**src/pinmx_pkg.sv**
```systemverilog
// Shared constants and types for the strap and LED pin block
package pinmx_pkg;
  localparam int ADDR_W = 8;
  localparam int DATA_W = 32;

  // Register offsets
  localparam logic [ADDR_W-1:0] CTRL_OFS = 8'h00;
  localparam logic [ADDR_W-1:0] STAT_OFS = 8'h04;

  // Pin conventions
  localparam logic MODE_HW   = 1'b0;
  localparam logic MODE_SW   = 1'b1;
  localparam logic OE_DRIVE  = 1'b0;
  localparam logic OE_FLOAT  = 1'b1;
  localparam logic LED_OFF   = 1'b0;
  localparam logic MDIX_RST  = 1'b1;

  // Index of each configuration pin in the pin cell array
  localparam int CFG_SPEED = 0;
  localparam int CFG_ANEG  = 1;
  localparam int CFG_PINS  = 2;

  // Software control word
  typedef struct packed {
    logic aneg_en;
    logic speed_100;
  } pinmx_ctrl_t;

  localparam pinmx_ctrl_t CTRL_RST = '{aneg_en: 1'b1, speed_100: 1'b1};
  localparam logic [CFG_PINS-1:0] CFG_RST = {CTRL_RST.aneg_en, CTRL_RST.speed_100};

  // Status word
  typedef struct packed {
    logic       mdix_en;
    logic       aneg_en;
    logic       speed_100;
    logic       sw_mode;
    logic [1:0] phy_addr_hi;
  } pinmx_stat_t;

  localparam logic [1:0] ADDR_HI_RST = 2'h0;

  // Start-up sequence, Gray coded
  typedef enum logic [1:0] {
    ST_HOLD  = 2'h0,
    ST_LATCH = 2'h1,
    ST_RUN   = 2'h3
  } pinmx_state_t;
endpackage : pinmx_pkg

```
**src/pinmx_top.sv**
```systemverilog
// Strap sampling, activity LED and configuration pin logic of the PHY
//
// What this block does
// [RQ1] During reset the transmit LED pin is an input giving address bit 3.
// [RQ2] During reset the receive LED pin is an input giving address bit 4.
// [RQ3] A low strap gives address bit zero, a high strap gives one.
// [RQ4] After reset the transmit LED pin is driven, high while transmitting.
// [RQ5] After reset the receive LED pin is driven, high while receiving.
// [RQ6] Speed and auto-negotiation pins are inputs in hardware mode, outputs otherwise.
// [RQ7] Hardware mode: speed pin low selects 10 Mb/s, high selects 100 Mb/s.
// [RQ8] Software mode: speed pin shows low for 10 Mb/s, high for 100 Mb/s.
// [RQ9] Hardware mode: auto-negotiation pin high enables it, low disables it.
// [RQ10] Software mode: auto-negotiation pin shows high when enabled, low when not.
// [RQ11] Crossover enable input, pulled up on the board side so it defaults on.
// [RQ12] Mode select low means hardware mode, high means software mode.
// [RQ13] Address straps are latched at reset release and held until next reset.
`timescale 1ns/1ns
`default_nettype none
module pinmx_top (
  // Clock and reset
  input  wire logic                           ref_clk,
  input  wire logic                           rst_n,
  // Register port
  input  wire logic [pinmx_pkg::ADDR_W-1:0]   reg_addr,
  input  wire logic [pinmx_pkg::DATA_W-1:0]   reg_wdata,
  input  wire logic                           reg_wr,
  input  wire logic                           reg_rd,
  output logic      [pinmx_pkg::DATA_W-1:0]   reg_rdata,
  // Address 3 strap and transmit LED pin
  input  wire logic                           addr3_tx_led_pin_lvl,
  output logic                                addr3_tx_led_pin_drv,
  output logic                                addr3_tx_led_pin_en_n,
  // Address 4 strap and receive LED pin
  input  wire logic                           addr4_rx_led_pin_lvl,
  output logic                                addr4_rx_led_pin_drv,
  output logic                                addr4_rx_led_pin_en_n,
  // Speed select pin
  input  wire logic                           speed_select_pin_lvl,
  output logic                                speed_select_pin_drv,
  output logic                                speed_select_pin_en_n,
  // Auto-negotiation select pin
  input  wire logic                           autoneg_select_pin_lvl,
  output logic                                autoneg_select_pin_drv,
  output logic                                autoneg_select_pin_en_n,
  // Plain configuration inputs
  input  wire logic                           config_source_select,
  input  wire logic                           auto_crossover_enable,
  // Activity from the PHY core
  input  wire logic                           tx_activity,
  input  wire logic                           rx_activity,
  // Resulting configuration toward the core
  output logic      [1:0]                     phy_addr_hi,
  output logic                                speed_100,
  output logic                                autoneg_en,
  output logic                                mdix_en
);

  // Register decode shared by read and write paths
  function automatic logic reg_hit(
    input logic [pinmx_pkg::ADDR_W-1:0] addr,
    input logic [pinmx_pkg::ADDR_W-1:0] ofs
  );
    return addr == ofs;
  endfunction : reg_hit

  // Start-up sequence
  pinmx_pkg::pinmx_state_t state_q;
  pinmx_pkg::pinmx_state_t state_d;

  // Sampled mode and inputs
  logic mode_q;
  logic mdix_q;
  logic tx_led_q;
  logic rx_led_q;
  logic tx_led_d;
  logic rx_led_d;

  // Software control and status
  pinmx_pkg::pinmx_ctrl_t ctrl_q;
  pinmx_pkg::pinmx_ctrl_t ctrl_d;
  pinmx_pkg::pinmx_stat_t stat;
  logic [pinmx_pkg::DATA_W-1:0] rdata_d;

  // Decode
  logic wr_ctrl;
  logic rd_ctrl;
  logic rd_stat;

  // Strap control
  logic       strap_capture;
  logic       leds_live;
  logic [1:0] strap_lvl;

  // Configuration pin cells
  logic [pinmx_pkg::CFG_PINS-1:0] cfg_lvl;
  logic [pinmx_pkg::CFG_PINS-1:0] cfg_sw;
  logic [pinmx_pkg::CFG_PINS-1:0] cfg_drv;
  logic [pinmx_pkg::CFG_PINS-1:0] cfg_en_n;
  logic [pinmx_pkg::CFG_PINS-1:0] cfg_val;
  logic                           sw_mode;

  // Start-up sequence: first edge after release samples the straps,
  // so the LED pins are never driven while they may still carry strap levels
  always_comb begin
    state_d = state_q;
    case (state_q)
      pinmx_pkg::ST_HOLD:  state_d = pinmx_pkg::ST_LATCH;
      pinmx_pkg::ST_LATCH: state_d = pinmx_pkg::ST_RUN;
      pinmx_pkg::ST_RUN:   state_d = pinmx_pkg::ST_RUN;
      default:             state_d = pinmx_pkg::ST_HOLD;
    endcase
  end

  always_ff @(posedge ref_clk or negedge rst_n) begin
    if (!rst_n) begin
      state_q <= pinmx_pkg::ST_HOLD;
    end else begin
      state_q <= state_d;
    end
  end

  assign strap_capture = state_q == pinmx_pkg::ST_HOLD; // [RQ1] [RQ2]
  assign leds_live     = state_q == pinmx_pkg::ST_RUN;
  assign strap_lvl     = {addr4_rx_led_pin_lvl, addr3_tx_led_pin_lvl}; // [RQ1] [RQ2]

  pinmx_strap_latch u_strap (
    .ref_clk   (ref_clk),
    .rst_n     (rst_n),
    .capture   (strap_capture),
    .strap_lvl (strap_lvl),
    .addr_hi_q (phy_addr_hi)
  );

  // LED pins: inputs until the straps are taken, then activity outputs
  assign tx_led_d = leds_live ? tx_activity : pinmx_pkg::LED_OFF; // [RQ4]
  assign rx_led_d = leds_live ? rx_activity : pinmx_pkg::LED_OFF; // [RQ5]

  assign addr3_tx_led_pin_drv  = tx_led_q; // [RQ4]
  assign addr4_rx_led_pin_drv  = rx_led_q; // [RQ5]
  assign addr3_tx_led_pin_en_n = leds_live ? pinmx_pkg::OE_DRIVE : pinmx_pkg::OE_FLOAT; // [RQ1]
  assign addr4_rx_led_pin_en_n = leds_live ? pinmx_pkg::OE_DRIVE : pinmx_pkg::OE_FLOAT; // [RQ2]

  always_ff @(posedge ref_clk or negedge rst_n) begin
    if (!rst_n) begin
      tx_led_q <= pinmx_pkg::LED_OFF;
      rx_led_q <= pinmx_pkg::LED_OFF;
    end else begin
      tx_led_q <= tx_led_d;
      rx_led_q <= rx_led_d;
    end
  end

  // Mode and crossover inputs; pull-up lives at the pad, not here
  always_ff @(posedge ref_clk or negedge rst_n) begin
    if (!rst_n) begin
      mode_q <= pinmx_pkg::MODE_HW;
      mdix_q <= pinmx_pkg::MDIX_RST;
    end else begin
      mode_q <= config_source_select; // [RQ12]
      mdix_q <= auto_crossover_enable; // [RQ11]
    end
  end

  assign sw_mode = mode_q == pinmx_pkg::MODE_SW; // [RQ12]
  assign mdix_en = mdix_q; // [RQ11]

  // Configuration pin cells, one per mode-dependent pin
  assign cfg_lvl[pinmx_pkg::CFG_SPEED] = speed_select_pin_lvl;
  assign cfg_lvl[pinmx_pkg::CFG_ANEG]  = autoneg_select_pin_lvl;
  assign cfg_sw[pinmx_pkg::CFG_SPEED]  = ctrl_q.speed_100;
  assign cfg_sw[pinmx_pkg::CFG_ANEG]   = ctrl_q.aneg_en;

  generate
    for (genvar g = 0; g < pinmx_pkg::CFG_PINS; g++) begin : g_cfg
      pinmx_cfg_pin #(
        .RST_VAL (pinmx_pkg::CFG_RST[g])
      ) u_pin (
        .ref_clk  (ref_clk),
        .rst_n    (rst_n),
        .sw_mode  (sw_mode), // [RQ6]
        .sw_value (cfg_sw[g]),
        .pin_lvl  (cfg_lvl[g]),
        .pin_drv  (cfg_drv[g]),
        .pin_en_n (cfg_en_n[g]),
        .value_q  (cfg_val[g])
      );
    end
  endgenerate

  assign speed_select_pin_drv    = cfg_drv[pinmx_pkg::CFG_SPEED]; // [RQ8]
  assign speed_select_pin_en_n   = cfg_en_n[pinmx_pkg::CFG_SPEED]; // [RQ6]
  assign autoneg_select_pin_drv  = cfg_drv[pinmx_pkg::CFG_ANEG]; // [RQ10]
  assign autoneg_select_pin_en_n = cfg_en_n[pinmx_pkg::CFG_ANEG]; // [RQ6]
  assign speed_100               = cfg_val[pinmx_pkg::CFG_SPEED]; // [RQ7]
  assign autoneg_en              = cfg_val[pinmx_pkg::CFG_ANEG]; // [RQ9]

  // Register port
  assign wr_ctrl = reg_wr && reg_hit(reg_addr, pinmx_pkg::CTRL_OFS);
  assign rd_ctrl = reg_rd && reg_hit(reg_addr, pinmx_pkg::CTRL_OFS);
  assign rd_stat = reg_rd && reg_hit(reg_addr, pinmx_pkg::STAT_OFS);

  // Control bits only take effect in software mode; kept in hardware mode too
  assign ctrl_d = wr_ctrl ? pinmx_pkg::pinmx_ctrl_t'(reg_wdata[$bits(pinmx_pkg::pinmx_ctrl_t)-1:0])
                          : ctrl_q;

  assign stat = '{
    mdix_en:     mdix_q,
    aneg_en:     autoneg_en,
    speed_100:   speed_100,
    sw_mode:     sw_mode,
    phy_addr_hi: phy_addr_hi
  };

  // Unmapped reads and idle cycles give zero
  assign rdata_d = rd_ctrl ? pinmx_pkg::DATA_W'(ctrl_q)
                 : rd_stat ? pinmx_pkg::DATA_W'(stat)
                 : '0;

  always_ff @(posedge ref_clk or negedge rst_n) begin
    if (!rst_n) begin
      ctrl_q    <= pinmx_pkg::CTRL_RST;
      reg_rdata <= '0;
    end else begin
      ctrl_q    <= ctrl_d;
      reg_rdata <= rdata_d;
    end
  end
endmodule : pinmx_top
`default_nettype wire

```
**src/pinmx_strap_latch.sv**
```systemverilog
// Address strap capture and hold
`timescale 1ns/1ns
`default_nettype none
module pinmx_strap_latch (
  // Clock and reset
  input  wire logic       ref_clk,
  input  wire logic       rst_n,
  // Capture control
  input  wire logic       capture,
  input  wire logic [1:0] strap_lvl,
  // Held address bits
  output logic      [1:0] addr_hi_q
);
  logic [1:0] addr_hi_d;

  // Low pin gives zero, high pin gives one
  assign addr_hi_d = capture ? strap_lvl : addr_hi_q; // [RQ3] [RQ13]

  always_ff @(posedge ref_clk or negedge rst_n) begin
    if (!rst_n) begin
      addr_hi_q <= pinmx_pkg::ADDR_HI_RST;
    end else begin
      addr_hi_q <= addr_hi_d;
    end
  end
endmodule : pinmx_strap_latch
`default_nettype wire

```
**src/pinmx_cfg_pin.sv**
```systemverilog
// One mode-dependent configuration pin: input in hardware mode, status output in software mode
`timescale 1ns/1ns
`default_nettype none
module pinmx_cfg_pin #(
  parameter logic RST_VAL = 1'b0
) (
  // Clock and reset
  input  wire logic ref_clk,
  input  wire logic rst_n,
  // Mode and software value
  input  wire logic sw_mode,
  input  wire logic sw_value,
  // Pin
  input  wire logic pin_lvl,
  output logic      pin_drv,
  output logic      pin_en_n,
  // Effective selection
  output logic      value_q
);
  logic value_d;

  assign value_d  = sw_mode ? sw_value : pin_lvl; // [RQ7] [RQ9]
  assign pin_drv  = value_q; // [RQ8] [RQ10]
  assign pin_en_n = sw_mode ? pinmx_pkg::OE_DRIVE : pinmx_pkg::OE_FLOAT; // [RQ6]

  always_ff @(posedge ref_clk or negedge rst_n) begin
    if (!rst_n) begin
      value_q <= RST_VAL;
    end else begin
      value_q <= value_d;
    end
  end
endmodule : pinmx_cfg_pin
`default_nettype wire

```
**config.mk**
```make
export PLATFORM = sky130hd
export DESIGN_NAME = pinmx_top
export DESIGN_NICKNAME = d
export VERILOG_FILES = /design/src/pinmx_pkg.sv /design/src/pinmx_top.sv /design/src/pinmx_strap_latch.sv /design/src/pinmx_cfg_pin.sv
export SDC_FILE = /design/constraint.sdc
export NUM_CORES = 1
export LEC_CHECK = 0
export BUFFER_PORTS_ARGS = -buffer_cell sky130_fd_sc_hd__buf_2
export CORE_MARGIN = 2
export CORE_UTILIZATION = 31
export DETAILED_ROUTE_END_ITERATION = 16
export GPL_ROUTABILITY_DRIVEN = 0
export PLACE_DENSITY = 0.82
export SYNTH_ARGS = -nofsm -noshare
export SYNTH_HDL_FRONTEND = slang
export SYNTH_HIERARCHICAL = 1
export SYNTH_SLANG_ARGS = --single-unit
```
**constraint.sdc**
```tcl
create_clock -name ref_clk -period 1.1 [get_ports ref_clk]
set_input_delay 0.165 -clock ref_clk [delete_from_list [all_inputs] [get_ports ref_clk]]
set_output_delay 0.165 -clock ref_clk [all_outputs]
set_load 0.05 [all_outputs]
```
---- Word level (Yosys, flattened, before mapping) ----
Cells that the tools add are included.
operators by class
  eq/ne operators ......................... 3
  $lt $le $gt $ge ......................... 0
  divide/modulo/power cells ............... 0
  $add $sub $neg .......................... 0
  reductions and logical operators ........ 6
  multiplexer cells ....................... 9
  shift operators ......................... 0
  bitwise operators ....................... 0
  multipliers ............................. 0
operators with widths
  kind                  count
  $mux W6               2
  $eq A8 B3 Y1 const B  1
  $logic_not A8 Y1      1
  $mux W1               6
  $pmux W2 S2           1
  $logic_and A1 B1 Y1   3
  $eq A2 B1 Y1 const B  1
  $eq A2 B2 Y1 const B  1
  $logic_not A2 Y1      1
  $reduce_or A2 Y1      1
word-level totals
  logic and storage cells ................. 29
  bits in read-only memories .............. 0
  bits in registers ....................... 18
  memories kept ........................... 0
  RAM bits ................................ 0
  latch bits .............................. 0

---- Logic depth before layout (Yosys ltp) ----
  word-level depth ........................ 4
  gate-level depth with buffers ........... 3
  mapped depth without buffers ............ 3

---- Modules after synthesis ----
The synthesis kept the hierarchy.
by module, submodules not included
  module             seq. area each (um^2)  cells each  area each (um^2)  instances
  pinmx_top          354.1                  63          726.9             1
  pinmx_cfg_pin      26.3                   4           52.6              2
  pinmx_strap_latch  50.0                   4           72.6              1

---- Worst setup path after synthesis ----
Ideal clock, no wire load.
  path type ............................... register -> output
  start point ............................. register state_q[0]
  end point ............................... output addr4_rx_led_pin_en_n
  data arrival time ....................... 1.047 ns
  data required time ...................... 0.935 ns
  buffers on the path ..................... 1
  cell stages (with the launch flop) ...... 3
  slack ................................... -0.112 ns
  cell sequence ........................... dfrtp_1 -> nand2_1 -> buf_4
between the ends
  word-level cells in the longest chain between the ends .. 2
RTL lines
  element                 RTL line          text
  from (decl)             pinmx_top.sv:67   pinmx_pkg::pinmx_state_t state_q;
  from (signal assigned)  pinmx_top.sv:116  state_q <= pinmx_pkg::ST_HOLD;
  from (signal assigned)  pinmx_top.sv:118  state_q <= state_d;
  $eq A2 B2 Y1            pinmx_top.sv:123  assign leds_live = state_q == pinmx_pkg::ST_RUN;
  $mux W1                 -
  to (decl)               pinmx_top.sv:36   output logic addr4_rx_led_pin_en_n,
Every way passes these cells.

---- Final worst setup path ----
  start point ............................. register g_cfg[0].u_pin.value_q
  end point ............................... output speed_select_pin_drv
RTL lines
  element                 RTL line             text
  from (decl)             pinmx_cfg_pin.sv:18  output logic value_q
  from (signal assigned)  pinmx_cfg_pin.sv:30  value_q <= value_d;
  to (decl)               pinmx_top.sv:39      output logic speed_select_pin_drv,
No word-level cell between the ends.

==> results by stage <==
Run status:
- The run finished, with violations left.
- The final reports fail on setup timing.

Timing:
- The final critical-path setup slack is -0.0979 ns.
- In the finished design, the share of the clock period the worst path needs comes to 109%.
- The final critical path time including I/O delays and setup is between 1 and 1.5 ns.
- The final number of hold-violating endpoints came to 0.
- Based on the critical path, the design can be clocked at up to between 0.8 and 0.9 GHz.
- The max-slew violation total from the final report is 0.
- Setup repair after global routing could not meet its margin everywhere.
- The smallest hold slack is 0.0876 ns.
- On the final layout, the worst clock skew is 0.00445 ns.
- Setup violations remaining at the end of the flow were counted as 9.

Setup path:
- The number of buffer and inverter instances along the worst setup path is 1.
- The worst setup path is launched from a register.
- The critical register-to-register path startpoint is state_q[1]$_DFF_PN0_.
- The path depth of the worst reg2reg path is 3.
- The critical path capture point type is an output port.
- The delay of the slowest cell on the worst path is 0.59 ns.
- The largest individual stage delay along the critical path comes from the cell dfstp_2.
- The slack of the worst reg-to-reg path is about 0.04 ns.
- The critical path is of the reg -> out type.
- The data arrival time of the critical path is 1.03 ns.
- The endpoint identified for the worst register-to-register timing path is u_strap/addr_hi_q[0]$_DFFE_PN0P_.
- Traced cell by cell, the critical path runs through buf_8.
- Among cell families on the critical path, the largest total delay comes from flip-flops.
- In this run the worst path has a maximum fanout of 3.
- At the worst endpoint, the required time is between 0.9 and 1 ns.

Route:
- The detailed router's first-iteration violation count is 12.
- After detailed routing, the total wire length is between 1500 and 2000 um.
- The via-per-instance ratio is around 3.9.
- The detailed-routing iteration count for the pre-antenna-repair pass is 2.
- The count of nets left with antenna violations after detail routing is 0.
- For this block, the via count after detailed routing is ~590.
- Dividing the detail-routed wire length by the instance count gives 10.5 um.
- The number of DRC violations after detailed routing is 0.

Global route:
- The residual overflow from global routing is 0.
- The first global-routing pass estimated between 2000 and 2500 um of wire.
- The global routing's busiest layer is met2.
- For met2 alone, demand over resource in global routing was 16.7%.
- The via count of the first global-routing pass is 584.
- For this run, global-route usage on met1 was measured as between 10% and 20%.
- The initial antenna violation count came to 0.
- The pin count of the biggest net entering global routing is 19.
- For met3 alone, demand over resource in global routing was approximately 2.9%.
- In the global route stage, overall resource usage came out at approximately a tenth.

Clock network:
- In this run the number of H-tree levels came out at 1.
- The clock root buffer is clkbuf_4.
- The TritonCTS clock tree is done.
- The total clock buffers created by CTS is 3.
- The clock transition at the registers of the reported paths is roughly 0.10 ns.
- The maximum root-to-sink buffer count is 2.
- The tree built by TritonCTS fans out to 18 sinks.
- The later pin in the worst-skew pair is clocked with a latency of approximately 0.29 ns.

Placed design:
- During placement, the flow inserted port buffers numbering 40.
- The area after detailed placement is around 1000 um2.
- After legalization and detailed placement, the total HPWL measured between 1000 and 1500 um.

Floorplanning:
- The die is slightly below 60 um tall.
- The floorplan row count is 19.
- The number of top-level pins is 97.
- The die covers 3370 um2.
- The core outline area is 2760 um2.
- The effective utilization at floorplan is roughly 33%.
- The die is ~58 um wide.

Final layout:
- From synthesis to final layout, the design area changed by 37.9%.
- The net count of the finished layout is about 180.
- Leaving out fill and tap cells, the most frequent cell in the layout is buf_2.
- In the layout the commonest cells are 29 x buf_2, 26 x conb_1, 11 x dfrtp_1.
- The antenna diode count is 0.
- Once layout is done, the placed cells without fillers occupy ~1200 um2.
- Cells with a size suffix above 1 make up approximately 56% of the layout.
- Measured on the finished design, the core utilization comes to 45.2%.

Min path:
- The startpoint of the worst hold path is reg_wdata[0].
- The worst min-delay path category is in -> reg.
- The worst hold path passes through 2 cells.
- The end point of the most critical hold path is cfg_sw[0]$_DFFE_PN1P_.

Flow run:
- Max-cap violations in this run came to 0.

Logic synthesis:
- The number of unique standard cell types used by synthesis is 20.
- The average instance in the mapped netlist occupies around 12 um2.
- After synthesis the netlist holds a flip-flop and latch count of 18.
- Synthesis produced a netlist whose cell count is 75.
- The synthesized cell area is around 900 um2.
- The portion of the post-synthesis area used by sequential elements is between 50% and 60%.
- The synthesis warning total is 6.

Power:
- The peak supply drop is about 880 uV.
- The power per cell area is about 1200 nW/um2.
- In this run the static leakage power is between 0.6 and 0.7 nW.
[through the flow]
step                      total power, mW  cells  TNS [ns]  setup slack, ns
after floorplan                      1.09    100         0           0.0283
after global placement               1.09    142    -0.164          -0.0821
after detailed placement             1.09    142    -0.360           -0.127
after CTS                            1.53    152    -0.824           -0.111
after global routing                 1.60    154     -1.03           -0.134
final                                1.53    154    -0.649          -0.0979
[synth_stat cells (all sizes together)]
cell type	n	area share (%)
nand4b	1	1.7
and2	4	2.8
dfstp	5	15
nand3	1	0.55
nor4	1	2.4
buf	29	24
and3	2	1.4
clkbuf	1	0.41
and4	1	1.1
inv	2	0.83
nor2	3	1.2
nand2	1	0.41
conb	1	0.41
nor3	1	1.1
mux2i	2	2.2
mux2	6	8.3
dfrtp	13	36
nand2b	1	0.69
[power breakdown]
group          total, mW  switching, mW  internal, mW
Combinational      0.427          0.321         0.106
Sequential         0.705         0.0172         0.688
Clock              0.396          0.194         0.201
Total               1.53          0.533         0.995
[worst max-delay path by stage]
| stage | to | startpoint | cells after the start | slack, ns |
|---|---|---|---|---|
| 3_5_place_dp | cfg_sw[0]$_DFFE_PN1P_ | reg_addr[7] | 4 | -0.13 |
| 4_1_cts | speed_100 | g_cfg[0].u_pin/pin_drv$_DFF_PN1_ | 1 | -0.11 |
| 6_report | speed_select_pin_drv | g_cfg[0].u_pin/pin_drv$_DFF_PN1_ | 1 | -0.1 |
| 5_1_grt | autoneg_select_pin_drv | g_cfg[1].u_pin/pin_drv$_DFF_PN1_ | 1 | -0.13 |
| 2_1_floorplan | reg_rdata[3]$_DFF_PN0_ | g_cfg[0].u_pin/pin_drv$_DFF_PN1_ | 2 | 0.03 |
| 3_3_place_gp | cfg_sw[1]$_DFFE_PN1P_ | reg_addr[7] | 4 | -0.08 |
[state kept, by name, indices dropped and copies added (netlist names)]
register / cells
mode_q: 1
cfg_sw: 2
addr4_rx_led_pin_drv: 1
u_strap/addr_hi_q: 2
state_q: 2
mdix_en: 1
g_cfg.u_pin/pin_drv: 2
addr3_tx_led_pin_drv: 1
reg_rdata: 6
[metal layers]
metal | part of all wire [%] | up-vias
met5 | 0 | -
met1 | 34 | 273
met4 | 0.99 | 0
li1 | - | 281
met2 | 52 | 38
met3 | 13 | 2
[timing repair]
item                                   CTS  global route
hold buffers                             3             0
setup endpoints to repair               11            13
pin swaps                                0             1
resized for setup                       24            14
buffers inserted                         3             2
endpoints found under the hold margin   15             0
[kinds of logic after synthesis]
| group | after synthesis | synth area share (%) |
|---|---|---|
| buffers and inverters | 32 | 25.3 |
| DFF | 18 | 50.5 |
| and+or+nand+nor | 16 | 13.3 |
| muxes | 8 | 10.5 |
| other | 1 | 0.415 |
[final cells by class]
type	count	area, um2
Multi-Input combinational cell	50	335
Timing Repair Buffer	49	370
Tap cell	31	38.8
Fill cell	237	1510
Clock buffer	4	36.3
Inverter	2	7.51
Sequential cell	18	459
Note: power is estimated with default switching activity, not from simulation.
